## src/stream_par_port_params.svh

```systemverilog
// Offsets, field positions, reset values and timing counts of the parallel port
// Assumes a 32-bit AXI4-Lite register slave with one register per aligned word
`ifndef STREAM_PAR_PORT_PARAMS_SVH
`define STREAM_PAR_PORT_PARAMS_SVH

// ----------------------------------------------------------------
// Register byte offsets
// ----------------------------------------------------------------
`define OFS_PORT_CONTROL 5'h00
`define OFS_PORT_CONFIG 5'h04
`define OFS_EP_ADDR_STATUS 5'h08
`define OFS_PORT_DATA 5'h0C
`define OFS_IRQ_FLAGS 5'h10
`define OFS_IRQ_ENABLES 5'h14
`define OFS_IRQ_PRIORITIES 5'h18
`define OFS_PORT_E_LATCH 5'h1C

// ----------------------------------------------------------------
// Field positions
// ----------------------------------------------------------------
`define CTL_ENABLE 0
`define CTL_OWNER 1
`define CFG_WAIT 3:0
`define CFG_STROBE1_EN 4
`define CFG_CS_EN 5
`define CFG_STROBE 7:6
`define EPS_ADDR 3:0
`define EPS_BUSY 4
`define EPS_LAST_WRITE 6
`define EPS_LAST_READ 7
`define IRQ_PORT_BIT 7
`define PULLUP_BIT 7

// ----------------------------------------------------------------
// Reset values and encodings
// ----------------------------------------------------------------
`define CONTROL_RST 2'h0
`define CONFIG_RST 8'h00
`define EP_ADDR_RST 4'h0
`define DATA_RST 8'h00
`define STROBE_ADDR_DATA 2'h0
`define STROBE_WR_RD 2'h1
`define RESP_OKAY 2'h0
`define RESP_SLVERR 2'h2

// ----------------------------------------------------------------
// Timing: instruction rate is the oscillator over four
// ----------------------------------------------------------------
`define INSTR_DIV_LAST 2'h3

`endif

```

## src/par_port_pkg.sv

```systemverilog
// Types shared by the parallel port design
// Assumes the constants header is included by the modules that need numbers
package par_port_pkg;

  typedef enum logic [2:0] {
    ST_IDLE = 3'b001,
    ST_FIRST = 3'b010,
    ST_SECOND = 3'b100
  } xfer_state_t;

  typedef struct packed {
    logic write;
    logic is_addr;
    logic [3:0] ep;
    logic [7:0] data;
  } xfer_req_t;

  typedef struct packed {
    logic strobe1;
    logic strobe2;
    logic chip_sel;
    logic out_en;
  } ctl_pins_t;

endpackage : par_port_pkg

```

## src/wait_phase_timer.sv

```systemverilog
// Counts source-clock ticks of one transaction phase
// Assumes tick is a one-cycle pulse on mclk from the data source clock
`timescale 1ns/100ps
module wait_phase_timer (
  // Clock and reset
  input wire logic mclk,
  input wire logic rst_b,
  // Control
  input wire logic restart,
  input wire logic tick,
  input wire logic [3:0] half_wait,
  // Phase end pulse
  output logic phase_end
);

  logic [3:0] cnt_q;

  // Phase is one base tick plus half of the wait states
  assign phase_end = tick & ~restart & (cnt_q == half_wait);

  always_ff @(posedge mclk or negedge rst_b)
  begin
    if (!rst_b)
      cnt_q <= 4'h0;
    else if (restart || phase_end)
      cnt_q <= 4'h0;
    else if (tick)
      cnt_q <= cnt_q + 4'h1;
  end

endmodule : wait_phase_timer

```

## src/stream_par_port.sv

```systemverilog
// Streaming parallel master port with AXI4-Lite registers and a USB engine feed
// Assumes the USB engine pulses usb_tick on mclk and keeps its request stable
//
// Operation
// (RULE1) Wait ticks from USB or instruction clock
// (RULE2) Wait states zero to thirty, step two
// (RULE3) Half the waits after each phase
// (RULE4) Data pull-ups follow port E bit
// (RULE5) USB owner streams address then data
// (RULE6) Firmware sets up USB ownership in order
// (RULE7) Routed endpoints are isochronous only
// (RULE8) Processor owner uses data and status registers
// (RULE9) Firmware sets up processor ownership in order
// (RULE10) Processor completion sets gated priority flag
// (RULE11) Status write starts address, data write data; address cycle here only in address/data strobe mode
// (RULE12) Busy bit high during any cycle
// (RULE13) Firmware polls busy before each write
// (RULE14) First data read starts, completion loads
// (RULE15) Later reads return previous, start next
// (RULE16) Endpoint address four bits, plain binary
// (RULE17) Last-read bit marks a USB read
// (RULE18) Last-write bit marks a USB write
// (RULE19) Owner bit selects master, enable gates port
// (RULE20) Strobe mode picks which strobe fires
// (RULE21) Pin enables hand pins to port
// (RULE22) Busy drops after the last wait tick
//
// Local design decisions: the AXI4-Lite register port and the placing of the registers.
`timescale 1ns/100ps
`include "stream_par_port_params.svh"
module stream_par_port
  import par_port_pkg::*;
(
  // Clock and reset
  input wire logic mclk,
  input wire logic rst_b,
  // AXI4-Lite register slave
  input wire logic [7:0] awaddr,
  input wire logic awvalid,
  output logic awready,
  input wire logic [31:0] wdata,
  input wire logic [3:0] wstrb,
  input wire logic wvalid,
  output logic wready,
  output logic [1:0] bresp,
  output logic bvalid,
  input wire logic bready,
  input wire logic [7:0] araddr,
  input wire logic arvalid,
  output logic arready,
  output logic [31:0] rdata,
  output logic [1:0] rresp,
  output logic rvalid,
  input wire logic rready,
  // USB engine stream
  input wire logic usb_tick,
  input wire xfer_req_t usb_req,
  input wire logic usb_req_valid,
  output logic usb_req_ready,
  output logic [7:0] usb_rd_data,
  output logic usb_done,
  // Parallel pins
  input wire logic [7:0] pd_in,
  output logic [7:0] pd_out,
  output logic pd_oe_b,
  output logic data_pullup_en,
  output ctl_pins_t ctl_pins,
  output logic cs_pin_sel,
  output logic strobe1_pin_sel,
  // Interrupt requests
  output logic irq_high,
  output logic irq_low
);

  // ----------------------------------------------------------------
  // Functions
  // ----------------------------------------------------------------
  function automatic logic reg_hit(input logic [7:0] a);
    reg_hit = (a[7:5] == 3'h0) && (a[1:0] == 2'h0);
  endfunction : reg_hit

  function automatic logic pick_strobe1(input logic [1:0] mode, input xfer_req_t r);
    if (mode[1])
      pick_strobe1 = r.ep[0];
    else if (mode == `STROBE_WR_RD)
      pick_strobe1 = r.write;
    else
      pick_strobe1 = r.is_addr;
  endfunction : pick_strobe1

  // ----------------------------------------------------------------
  // State
  // ----------------------------------------------------------------
  logic [1:0] ctrl_q;
  logic [7:0] cfg_q;
  logic [3:0] ep_q;
  logic last_rd_q, last_wr_q;
  logic [7:0] data_q;
  logic irq_flag_q, irq_en_q, irq_prio_q, pullup_q;
  logic [7:0] pd_meta_q, pd_sync_q;
  logic [1:0] div_q;
  xfer_state_t state_q;
  xfer_req_t cur_q;
  logic aw_full_q, w_full_q;
  logic [7:0] aw_addr_q;
  logic [31:0] w_data_q;
  logic w_lane0_q;
  logic bvalid_q, rvalid_q, usb_done_q;
  logic [1:0] bresp_q, rresp_q;
  logic [31:0] rdata_q;

  logic enable, owner_usb, busy, tick, phase_end, done;
  logic wr_fire, ar_fire, wr_ok, cpu_ok;
  logic cpu_addr_start, cpu_data_start, cpu_rd_start, usb_start, start;
  xfer_req_t next_req;

  assign enable = ctrl_q[`CTL_ENABLE];
  assign owner_usb = ctrl_q[`CTL_OWNER];
  assign busy = (state_q != ST_IDLE);

  // ----------------------------------------------------------------
  // Pin input synchroniser and source tick
  // ----------------------------------------------------------------
  always_ff @(posedge mclk or negedge rst_b)
  begin
    if (!rst_b)
    begin
      pd_meta_q <= 8'h00;
      pd_sync_q <= 8'h00;
    end
    else
    begin
      pd_meta_q <= pd_in;
      pd_sync_q <= pd_meta_q;
    end
  end

  always_ff @(posedge mclk or negedge rst_b)
  begin
    if (!rst_b)
      div_q <= 2'h0;
    else
      div_q <= div_q + 2'h1;
  end

  assign tick = owner_usb ? usb_tick : (div_q == `INSTR_DIV_LAST); // RULE1 RULE8

  // ----------------------------------------------------------------
  // AXI4-Lite handshakes
  // ----------------------------------------------------------------
  assign awready = ~aw_full_q;
  assign wready = ~w_full_q;
  assign arready = ~rvalid_q;
  assign wr_fire = aw_full_q & w_full_q & ~bvalid_q;
  assign ar_fire = arvalid & ~rvalid_q;
  assign wr_ok = wr_fire & w_lane0_q & reg_hit(aw_addr_q);
  assign bvalid = bvalid_q;
  assign bresp = bresp_q;
  assign rvalid = rvalid_q;
  assign rresp = rresp_q;
  assign rdata = rdata_q;

  always_ff @(posedge mclk or negedge rst_b)
  begin
    if (!rst_b)
    begin
      aw_full_q <= 1'b0;
      aw_addr_q <= 8'h00;
      w_full_q <= 1'b0;
      w_data_q <= 32'h0000_0000;
      w_lane0_q <= 1'b0;
      bvalid_q <= 1'b0;
      bresp_q <= `RESP_OKAY;
    end
    else
    begin
      if (awvalid && !aw_full_q)
      begin
        aw_full_q <= 1'b1;
        aw_addr_q <= awaddr;
      end
      else if (wr_fire)
        aw_full_q <= 1'b0;
      if (wvalid && !w_full_q)
      begin
        w_full_q <= 1'b1;
        w_data_q <= wdata;
        w_lane0_q <= wstrb[0];
      end
      else if (wr_fire)
        w_full_q <= 1'b0;
      if (wr_fire)
      begin
        bvalid_q <= 1'b1;
        bresp_q <= reg_hit(aw_addr_q) ? `RESP_OKAY : `RESP_SLVERR;
      end
      else if (bready)
        bvalid_q <= 1'b0;
    end
  end

  always_ff @(posedge mclk or negedge rst_b)
  begin
    if (!rst_b)
    begin
      rvalid_q <= 1'b0;
      rresp_q <= `RESP_OKAY;
      rdata_q <= 32'h0000_0000;
    end
    else if (ar_fire)
    begin
      rvalid_q <= 1'b1;
      rresp_q <= reg_hit(araddr) ? `RESP_OKAY : `RESP_SLVERR;
      rdata_q <= 32'h0000_0000;
      unique case (araddr[4:0])
        `OFS_PORT_CONTROL: rdata_q[1:0] <= ctrl_q;
        `OFS_PORT_CONFIG: rdata_q[7:0] <= cfg_q;
        `OFS_EP_ADDR_STATUS: rdata_q[7:0] <= {last_rd_q, last_wr_q, 1'b0, busy, ep_q}; // RULE16
        `OFS_PORT_DATA: rdata_q[7:0] <= data_q; // RULE15
        `OFS_IRQ_FLAGS: rdata_q[`IRQ_PORT_BIT] <= irq_flag_q;
        `OFS_IRQ_ENABLES: rdata_q[`IRQ_PORT_BIT] <= irq_en_q;
        `OFS_IRQ_PRIORITIES: rdata_q[`IRQ_PORT_BIT] <= irq_prio_q;
        default: rdata_q[`PULLUP_BIT] <= pullup_q;
      endcase
      if (!reg_hit(araddr))
        rdata_q <= 32'h0000_0000;
    end
    else if (rready)
      rvalid_q <= 1'b0;
  end

  // ----------------------------------------------------------------
  // Software registers
  // ----------------------------------------------------------------
  always_ff @(posedge mclk or negedge rst_b)
  begin
    if (!rst_b)
    begin
      ctrl_q <= `CONTROL_RST;
      cfg_q <= `CONFIG_RST;
      ep_q <= `EP_ADDR_RST;
      irq_en_q <= 1'b0;
      irq_prio_q <= 1'b0;
      pullup_q <= 1'b0;
    end
    else if (wr_ok)
    begin
      unique case (aw_addr_q[4:0])
        `OFS_PORT_CONTROL: ctrl_q <= w_data_q[1:0]; // RULE19
        `OFS_PORT_CONFIG: cfg_q <= w_data_q[7:0];
        `OFS_EP_ADDR_STATUS: ep_q <= w_data_q[`EPS_ADDR];
        `OFS_IRQ_ENABLES: irq_en_q <= w_data_q[`IRQ_PORT_BIT];
        `OFS_IRQ_PRIORITIES: irq_prio_q <= w_data_q[`IRQ_PORT_BIT];
        `OFS_PORT_E_LATCH: pullup_q <= w_data_q[`PULLUP_BIT];
        default: ;
      endcase
    end
  end

  // ----------------------------------------------------------------
  // Transaction starts
  // ----------------------------------------------------------------
  assign cpu_ok = enable & ~owner_usb & ~busy; // RULE8
  assign cpu_addr_start = cpu_ok & wr_ok & (aw_addr_q[4:0] == `OFS_EP_ADDR_STATUS)
    & (cfg_q[`CFG_STROBE] == `STROBE_ADDR_DATA); // RULE11
  assign cpu_data_start = cpu_ok & wr_ok & (aw_addr_q[4:0] == `OFS_PORT_DATA); // RULE11
  assign cpu_rd_start = cpu_ok & ~wr_ok & ar_fire & (araddr == {3'h0, `OFS_PORT_DATA}); // RULE14 RULE15
  assign usb_req_ready = enable & owner_usb & ~busy; // RULE5
  assign usb_start = usb_req_valid & usb_req_ready; // RULE5
  assign start = cpu_addr_start | cpu_data_start | cpu_rd_start | usb_start;

  always_comb
  begin
    next_req = usb_req;
    // Address cycles put the endpoint on the data lines
    if (usb_req.is_addr)
      next_req.data = {4'h0, usb_req.ep}; // RULE5
    if (!usb_start)
    begin
      next_req.write = cpu_addr_start | cpu_data_start;
      next_req.is_addr = cpu_addr_start;
      next_req.ep = cpu_addr_start ? w_data_q[`EPS_ADDR] : ep_q;
      next_req.data = cpu_addr_start ? {4'h0, w_data_q[`EPS_ADDR]} : w_data_q[7:0];
    end
  end

  // ----------------------------------------------------------------
  // Transaction sequencer
  // ----------------------------------------------------------------
  wait_phase_timer u_timer (
    .mclk(mclk),
    .rst_b(rst_b),
    // Held clear while idle so no phase end fires outside a transaction
    .restart(start | ~busy),
    .tick(tick),
    .half_wait(cfg_q[`CFG_WAIT]), // RULE2 RULE3
    .phase_end(phase_end)
  );

  assign done = (state_q == ST_SECOND) & phase_end; // RULE22

  always_ff @(posedge mclk or negedge rst_b)
  begin
    if (!rst_b)
      state_q <= ST_IDLE;
    else if (!enable)
      state_q <= ST_IDLE; // RULE19
    else
    begin
      unique case (state_q)
        ST_IDLE: if (start) state_q <= ST_FIRST; // RULE12
        ST_FIRST: if (phase_end) state_q <= ST_SECOND; // RULE3
        ST_SECOND: if (phase_end) state_q <= ST_IDLE; // RULE22
        default: state_q <= ST_IDLE;
      endcase
    end
  end

  always_ff @(posedge mclk or negedge rst_b)
  begin
    if (!rst_b)
      cur_q <= '0;
    else if (start)
      cur_q <= next_req;
  end

  // Completion effects
  always_ff @(posedge mclk or negedge rst_b)
  begin
    if (!rst_b)
    begin
      data_q <= `DATA_RST;
      last_rd_q <= 1'b0;
      last_wr_q <= 1'b0;
      usb_done_q <= 1'b0;
    end
    else
    begin
      usb_done_q <= done & owner_usb;
      if (done && !cur_q.write)
        data_q <= pd_sync_q; // RULE14
      if (done && owner_usb)
      begin
        last_rd_q <= ~cur_q.write; // RULE17
        last_wr_q <= cur_q.write; // RULE18
      end
    end
  end

  // Hardware set wins over software clear
  always_ff @(posedge mclk or negedge rst_b)
  begin
    if (!rst_b)
      irq_flag_q <= 1'b0;
    else if (done && !owner_usb)
      irq_flag_q <= 1'b1; // RULE10
    else if (wr_ok && aw_addr_q[4:0] == `OFS_IRQ_FLAGS && !w_data_q[`IRQ_PORT_BIT])
      irq_flag_q <= 1'b0;
  end

  assign irq_high = irq_flag_q & irq_en_q & irq_prio_q; // RULE10
  assign irq_low = irq_flag_q & irq_en_q & ~irq_prio_q; // RULE10
  assign usb_done = usb_done_q;
  assign usb_rd_data = data_q;

  // ----------------------------------------------------------------
  // Pin drive
  // ----------------------------------------------------------------
  logic fire1;
  assign fire1 = pick_strobe1(cfg_q[`CFG_STROBE], cur_q); // RULE20
  assign strobe1_pin_sel = enable & cfg_q[`CFG_STROBE1_EN]; // RULE21
  assign cs_pin_sel = enable & cfg_q[`CFG_CS_EN]; // RULE21
  assign ctl_pins.strobe1 = (state_q == ST_FIRST) & fire1 & strobe1_pin_sel; // RULE20
  assign ctl_pins.strobe2 = (state_q == ST_FIRST) & ~fire1;
  assign ctl_pins.chip_sel = busy & cs_pin_sel;
  assign ctl_pins.out_en = busy & ~cur_q.write;
  assign pd_out = cur_q.data;
  assign pd_oe_b = ~(busy & cur_q.write);
  assign data_pullup_en = pullup_q; // RULE4

  // ----------------------------------------------------------------
  // Checks
  // ----------------------------------------------------------------
  logic [4:0] ph_ticks_q;
  always_ff @(posedge mclk or negedge rst_b)
  begin
    if (!rst_b)
      ph_ticks_q <= 5'h00;
    else if (start || phase_end)
      ph_ticks_q <= 5'h00;
    else if (busy && tick)
      ph_ticks_q <= ph_ticks_q + 5'h01;
  end

  busy_rise_a: assert property (@(posedge mclk) disable iff (!rst_b) // RULE12
    start && enable |=> busy) else $error("busy not raised on start");
  busy_fall_a: assert property (@(posedge mclk) disable iff (!rst_b) // RULE22
    $fell(busy) && enable |-> $past(done)) else $error("busy dropped early");
  phase_len_a: assert property (@(posedge mclk) disable iff (!rst_b) // RULE3
    phase_end |-> ph_ticks_q == {1'b0, cfg_q[`CFG_WAIT]}) else $error("phase length wrong");
  tick_src_a: assert property (@(posedge mclk) disable iff (!rst_b) // RULE1
    !owner_usb && div_q != `INSTR_DIV_LAST |-> !phase_end) else $error("phase off tick");
  irq_set_a: assert property (@(posedge mclk) disable iff (!rst_b) // RULE10
    done && !owner_usb |=> irq_flag_q) else $error("flag not set");
  read_load_a: assert property (@(posedge mclk) disable iff (!rst_b) // RULE14
    done && !cur_q.write |=> data_q == $past(pd_sync_q)) else $error("read byte lost");
  addr_cycle_a: assert property (@(posedge mclk) disable iff (!rst_b) // RULE11
    cpu_addr_start |=> cur_q.is_addr && cur_q.write && busy) else $error("no address cycle");
  strobe_mode_a: assert property (@(posedge mclk) disable iff (!rst_b) // RULE20
    ctl_pins.strobe1 && cfg_q[7:6] == `STROBE_ADDR_DATA |-> cur_q.is_addr)
    else $error("strobe1 on data");
  usb_last_a: assert property (@(posedge mclk) disable iff (!rst_b) // RULE18
    done && owner_usb |=> last_wr_q == $past(cur_q.write) && usb_done)
    else $error("usb status wrong");
  port_off_a: assert property (@(posedge mclk) disable iff (!rst_b) // RULE19
    !enable |=> !ctl_pins.strobe2 && !ctl_pins.out_en) else $error("pins live when off");

endmodule : stream_par_port

```

## config.mk

```make
export PLATFORM = sky130hd
export DESIGN_NAME = stream_par_port
export DESIGN_NICKNAME = d
export VERILOG_FILES = /design/src/par_port_pkg.sv /design/src/wait_phase_timer.sv /design/src/stream_par_port.sv
export VERILOG_INCLUDE_DIRS = /design/src /design/src/src
export SDC_FILE = /design/constraint.sdc
export NUM_CORES = 1
export LEC_CHECK = 0
export ABC_AREA = 1
export BUFFER_PORTS_ARGS = -buffer_cell sky130_fd_sc_hd__buf_2
export CORE_MARGIN = 2
export CORE_UTILIZATION = 51
export DETAILED_ROUTE_END_ITERATION = 12
export PLACE_DENSITY = 0.85
export SETUP_SLACK_MARGIN = 0.3
export SYNTH_ARGS = -nofsm -noshare
export SYNTH_HDL_FRONTEND = slang
export SYNTH_SLANG_ARGS = --single-unit
```

## constraint.sdc

```tcl
create_clock -name mclk -period 2.06 [get_ports mclk]
set_input_delay 0.206 -clock mclk [delete_from_list [all_inputs] [get_ports mclk]]
set_output_delay 0.206 -clock mclk [all_outputs]
set_load 0.01 [all_outputs]
```

Word-level counts from Yosys, hierarchy flattened
Cells that the tools add are included.
{ "word_totals": {"reg_bits": 122, "out_inout_bits": 69, "input_bits": 83, "wordCells": 168} }
{ "classes": {"add_sub_neg": 2, "n_eq_ne": 24, "n_reduce_logical": 35, "n_bitwise": 48, "muxes": 29} }
{ "op_table": {"columns": ["op", "count"], "rows": [
  ["equality test 5 bit (second input constant)", 7],
  ["bitwise AND 1 bit", 32],
  ["two-way mux 8 bit", 3],
  ["equality test 5 x 4 -> 1 bit (second input constant)", 4],
  ["case mux 5 bit (3 select lines)", 1],
  ["two-way mux 14 bit", 1],
  ["two-way mux 1 bit", 12],
  ["two-way mux 3 bit", 4],
  ["two-way mux 4 bit", 3],
  ["inverter 1 bit", 12],
  ["AND reduction 2 bit", 6],
  ["nonzero test 2 bit", 6],
  ["equality test 5 x 3 -> 1 bit (second input constant)", 2],
  ["logical NOT 5 bit", 2],
  ["logical AND 1 bit", 9],
  ["inequality test 3 bit (second input constant)", 3],
  ["case mux 3 bit (3 select lines)", 1],
  ["equality test 8 x 4 -> 1 bit (second input constant)", 1],
  ["case mux 2 bit (4 select lines)", 1],
  ["case mux 1 bit (7 select lines)", 1],
  ["logical NOT 2 bit", 3],
  ["logical NOT 3 bit", 2],
  ["logical NOT 1 bit", 5],
  ["adder 4 x 1 -> 4 bit (second input constant)", 1],
  ["12 further kinds", 16]
]} }

Depth between registers and ports, before layout
{ "depth": {"ltp_word": 17, "mapped_depth": 11, "depth_no_buf": 11} }

By module
Synthesis repeated with hierarchy kept, for this count alone.
{ "unflattened": {"cells_unflattened": 513, "area_unflattened_um2": 4513.1} }
{ "by_module_without_submodules": {"columns": ["mod", "n_inst", "cells_each", "area_each_um2", "seq_area_each_um2"], "rows": [
  ["stream_par_port", 1, 475, 4246.6, 2303.5],
  ["wait_phase_timer", 1, 38, 266.5, 100.1]
]} }

Least setup slack after synthesis
Ideal clock, no wire load.
{ "synth_timing": {"path_type": "register to register", "startpoint": "reg state_q[0]", "endpoint": "reg cur_q, in the netlist pd_out[0]", "slack_ns": 0.564, "required_ns": 1.943, "synth_period_minus_slack_ns": 1.496, "path_stages_with_launch": 9, "n_path_buf": 1, "setup_time_ns": 0.117, "arrival_ns": 1.379, "cell_sequence": "dfstp_2 nand3_4 nor3_2 nand3_4 nand2_2 nor2_4 buf_6 nand2_1 nand2_1"} }
{ "synth_between": {"elab_chain_cells": 9, "word_cells_on_any_way": 16, "classes_between": "eq/ne: 1; mux: 1; bitwise: 14"} }
{ "synth_rtl": {"columns": ["item", "line_no", "text"], "rows": [
  ["start, declared", "stream_par_port.sv:102", "xfer_state_t state_q;"],
  ["start signal, assigned", "stream_par_port.sv:305", "state_q <= ST_IDLE;"],
  ["start signal, assigned", "stream_par_port.sv:307", "state_q <= ST_IDLE;"],
  ["start signal, assigned", "stream_par_port.sv:311", "ST_IDLE: if (start) state_q <= ST_FIRST;"],
  ["inequality test 3 x 1 -> 1 bit (*)", "stream_par_port.sv:119", "assign busy = (state_q != ST_IDLE);"],
  ["inverter 1 bit (*)", "stream_par_port.sv:263, stream_par_port.sv:268", null],
  ["bitwise AND 1 bit", "stream_par_port.sv:263", "assign cpu_ok = enable & ~owner_usb & ~busy;"],
  ["bitwise AND 1 bit", "stream_par_port.sv:264, stream_par_port.sv:266", null],
  ["bitwise AND 1 bit (2 in series)", "stream_par_port.sv:264", "assign cpu_addr_start = cpu_ok & wr_ok & (aw_addr_q[4:0] == `OFS_EP_ADDR_STATUS)"],
  ["bitwise OR 1 bit (3 in series)", "stream_par_port.sv:270", "assign start = cpu_addr_start | cpu_data_start | cpu_rd_start | usb_start;"],
  ["end signal, assigned", "stream_par_port.sv:324", "cur_q <= next_req;"],
  ["end, declared", "stream_par_port.sv:103", "xfer_req_t cur_q;"]
]} }
Every way passes the cells marked *; elsewhere a longest branch is shown, timed or not.
A chain may end at the register's enable or synchronous reset.

Worst setup path in the final report
Ends and elaborated chain as after synthesis.

==> flow_metrics.tcl <==
set metrics [dict create \
    outcome "finished, final reports clean" \
    finalSetupViolCount 0 \
    hold_violations 0 \
    fin_nets 721 \
    core_mm2 0.00868 \
    synth_area_leader_cell "dfrtp_1" \
    path_max_fanout 13 \
    cp.arrival_ns 2.00 \
    cts_sinks 96 \
    synth.distinct_cells 36 \
    cts_root_buffer "clkbuf_8" \
    cp.required_ns 2.37 \
    synth-edff-count 0 \
    avgRoutedWirePerCell_um 13.7 \
    path_class "flip-flop to flip-flop" \
    die_y_um 98.5 \
    fin_setup_tns_ns 0 \
    p_comb_frac 0.200 \
    grt_pass1_wl_mm 17.0 \
    final-seq-area_mm2 0.00240 \
    fillerInstances 740 \
    synth_ff_type "dfrtp_1" \
    first_iter_violations 209 \
    firstDrtPassIters 5 \
    clock_skew_ns 0.0139 \
    grt_max_degree 62 \
    yosys.area.top_type_share 0.522 \
    grt_pass1_vias 3579 \
    netSwitchingPower_w 0.00141 \
    post-route-period-util 0.817 \
    slew_violations 0 \
    relSlewSlack 0.635 \
    end_kind "flip-flop" \
    r2r-start "state_q[0]$_DFFE_PN1P_" \
    tightest_slew_ns 0.546 \
    worstPathCellList "nand3_4 > nor2_4 > nand3_4 > inv_6 > o21ai_1 > o21ai_0 > nand2_1 > nand2_1" \
    clkLatencyLatePin_ns 0.38 \
    antenna_cells 0 \
    synthTopCellsByArea "dfrtp_1 (52%), nand2_1 (12%), buf_4 (5.6%)" \
    vias 3813 \
    synth_common_cells "nand2_1 (150), dfrtp_1 (95), inv_1 (50)" \
    timing.critical_path.max_delay_family "simple AND/OR/NAND/NOR gates" \
    synthCells 524 \
    ctsHtreeMaxLevel 3 \
    yosysSeqAreaShare 0.527 \
    num_rows 34 \
    total_power_w 0.00446 \
    clkSlewWorstSetupHoldPaths_ns 0.10 \
    place.gp.congestion 0.897 \
    die_w_um 98.5 \
    io_buffers 98 \
    ios 152 \
    drc 0 \
    dp_hpwl_mm 7.50 \
    crit_slowest_cell "dfstp_2" \
    synth_area_mm2 0.00456 \
    irDropWorstVdd_mv 0.650 \
    leakagePower_nw 2.89 \
    die_area_mm2 0.00971 \
    cts_max_path_buffers 2 \
    internal_power_w 0.00305 \
    tritoncts "yes" \
    cp_num_buf_inv 1 \
    hp-class "primary input to flip-flop" \
    yosys_register_bits 96 \
    rsz0062_at_grt "true" \
    min_period_ns 1.68 \
    p_sw_frac 0.317 \
    vias_per_cell 5.09 \
    critPathMaxStageDelay_ns 0.60 \
    p_per_area_mw_per_mm2 821 \
    grt_usage 0.220 \
    clkPwrFrac 0.288 \
    hp-start "rready" \
    multiInputGateArea_mm2 0.00179 \
    cp-start-kind "flip-flop" \
    initial_core_util 0.525 \
    yosysMostFrequentCell "nand2_1" \
    syn_to_final_growth_pct 19.1 \
    cts_buffers 9 \
    antenna_left 0 \
    finalWirelength_mm 10.3 \
    drv_cap 0 \
    cp-startpoint "state_q[0]$_DFFE_PN1P_" \
    drive_gt1_frac 0.259 \
    seqPwrFrac 0.512 \
    overflow 0 \
    async_reset_ff_frac 1.00 \
    syn_area_per_cell_um2 8.70 \
    ys.warnings.count 0 \
    max_freq_mhz 594 \
    antenna_found_initial 0 \
]
## flip-flops by register name, indices dropped and copies added (netlist names), 3 cells and up
register,cells
u_timer.cnt_q,4
cfg_q,8
pd_out,8
ep_q,4
usb_rd_data,8
state_q,3
cur_q,3
pd_meta_q,8
pd_sync_q,8
w_data_q,8
aw_addr_q,8
rdata,8
## worst register-to-register path, cell delays in order (launching register included)
cell and delay, ns:
dfstp_2 0.60, nand3_4 0.18, nor2_4 0.17, nand3_4 0.16
inv_6 0.15, o21ai_1 0.07, o21ai_0 0.17, nand2_1 0.07
nand2_1 0.06
## final timing paths
kind / slack (ns) / end / depth (start not counted)
hold / removal: 0.01 / rvalid$_DFFE_PN0P_ / 2
max in group asynchronous: 1.07 / cfg_q[2]$_DFFE_PN0P_ / 3
setup reg to reg: 0.38 / pd_out[0]$_DFFE_PN0P_ / 8
setup / recovery: 0.38 / pd_out[0]$_DFFE_PN0P_ / 8
min in group asynchronous: 0.32 / aw_full_q$_DFFE_PN0P_ / 2
hold reg to reg: 0.36 / pd_sync_q[3]$_DFF_PN0_ / 0
## cell usage in the layout, fill, tap and decap left out, types with 6 or more instances in the layout
cell,count
nand2_1,148
buf_2,97
dfrtp_1,95
inv_1,48
nor2_1,32
nand3_1,32
conb_1,26
o21ai_0,21
a21oi_1,20
o21ai_1,13
buf_4,11
clkbuf_8,10
dlygate4sd3_1,9
nor2_4,7
nor3_1,6
nand2_2,6
## metrics by stage
step | util | area (µm²) | setup WS [ns] | cells | hold slack (ns)
final | 0.626 | 5430 | 0.376 | 749 | 0.0110
after floorplan | - | 4650 | 0.564 | 549 | -0.0896
after detailed placement | 0.576 | 5000 | 0.287 | 715 | 0.196
after CTS | 0.611 | 5300 | 0.285 | 741 | 0.0130
after global routing | 0.626 | 5430 | 0.238 | 749 | 0.0306
after global placement | 0.576 | 5000 | 0.366 | 715 | 0.189
## power by group through the flow
stage	logic, W	registers [W]	clock network, W
5_1_grt	0.00102	0.00231	0.00138
6_report	0.000890	0.00228	0.00128
3_5_place_dp	0.000824	0.00231	0
4_1_cts	0.000842	0.00227	0.00129
2_1_floorplan	0.000570	0.00228	0
3_3_place_gp	0.000788	0.00230	0
## logic make-up after synthesis
logic type               count (synthesis)  synth area share
other                                    1          0.000823
flip-flops                              96             0.527
adder cells (fa/ha/maj)                  2           0.00549
AND/OR/NAND/NOR                        253             0.251
AO/OA/AOI/OAI                           64            0.0777
multiplexers                             6            0.0146
XOR/XNOR                                 5           0.00961
buffers and inverters                   97             0.113
## layout make-up
cell class / count / area share
clock buffer: 10 / 0.0254
timing repair buffer: 118 / 0.125
multi-input combinational: 356 / 0.330
clock inverter: 6 / 0.0122
sequential: 96 / 0.443
inverter: 55 / 0.0394
tap: 108 / 0.0249
## metal layers
| layer | up-vias | wire length (µm) | global-route usage |
|---|---|---|---|
| met1 | 1792 | 4220 | 0.296 |
| met2 | 166 | 5020 | 0.354 |
| li1 | 1837 | - | - |
| met5 | - | 0 | 0 |
| met3 | 18 | 831 | 0.0426 |
| met4 | 0 | 206 | 0.0864 |
## timing repair
action                     4_1_cts  5_1_grt
setup endpoints to repair        4       23
hold buffers                     9        0
hold endpoints to repair        42        0
pin swaps                        2        5
gates resized for setup          2       19
setup buffers                    1        8
Power figures use the tool's default switching activity.
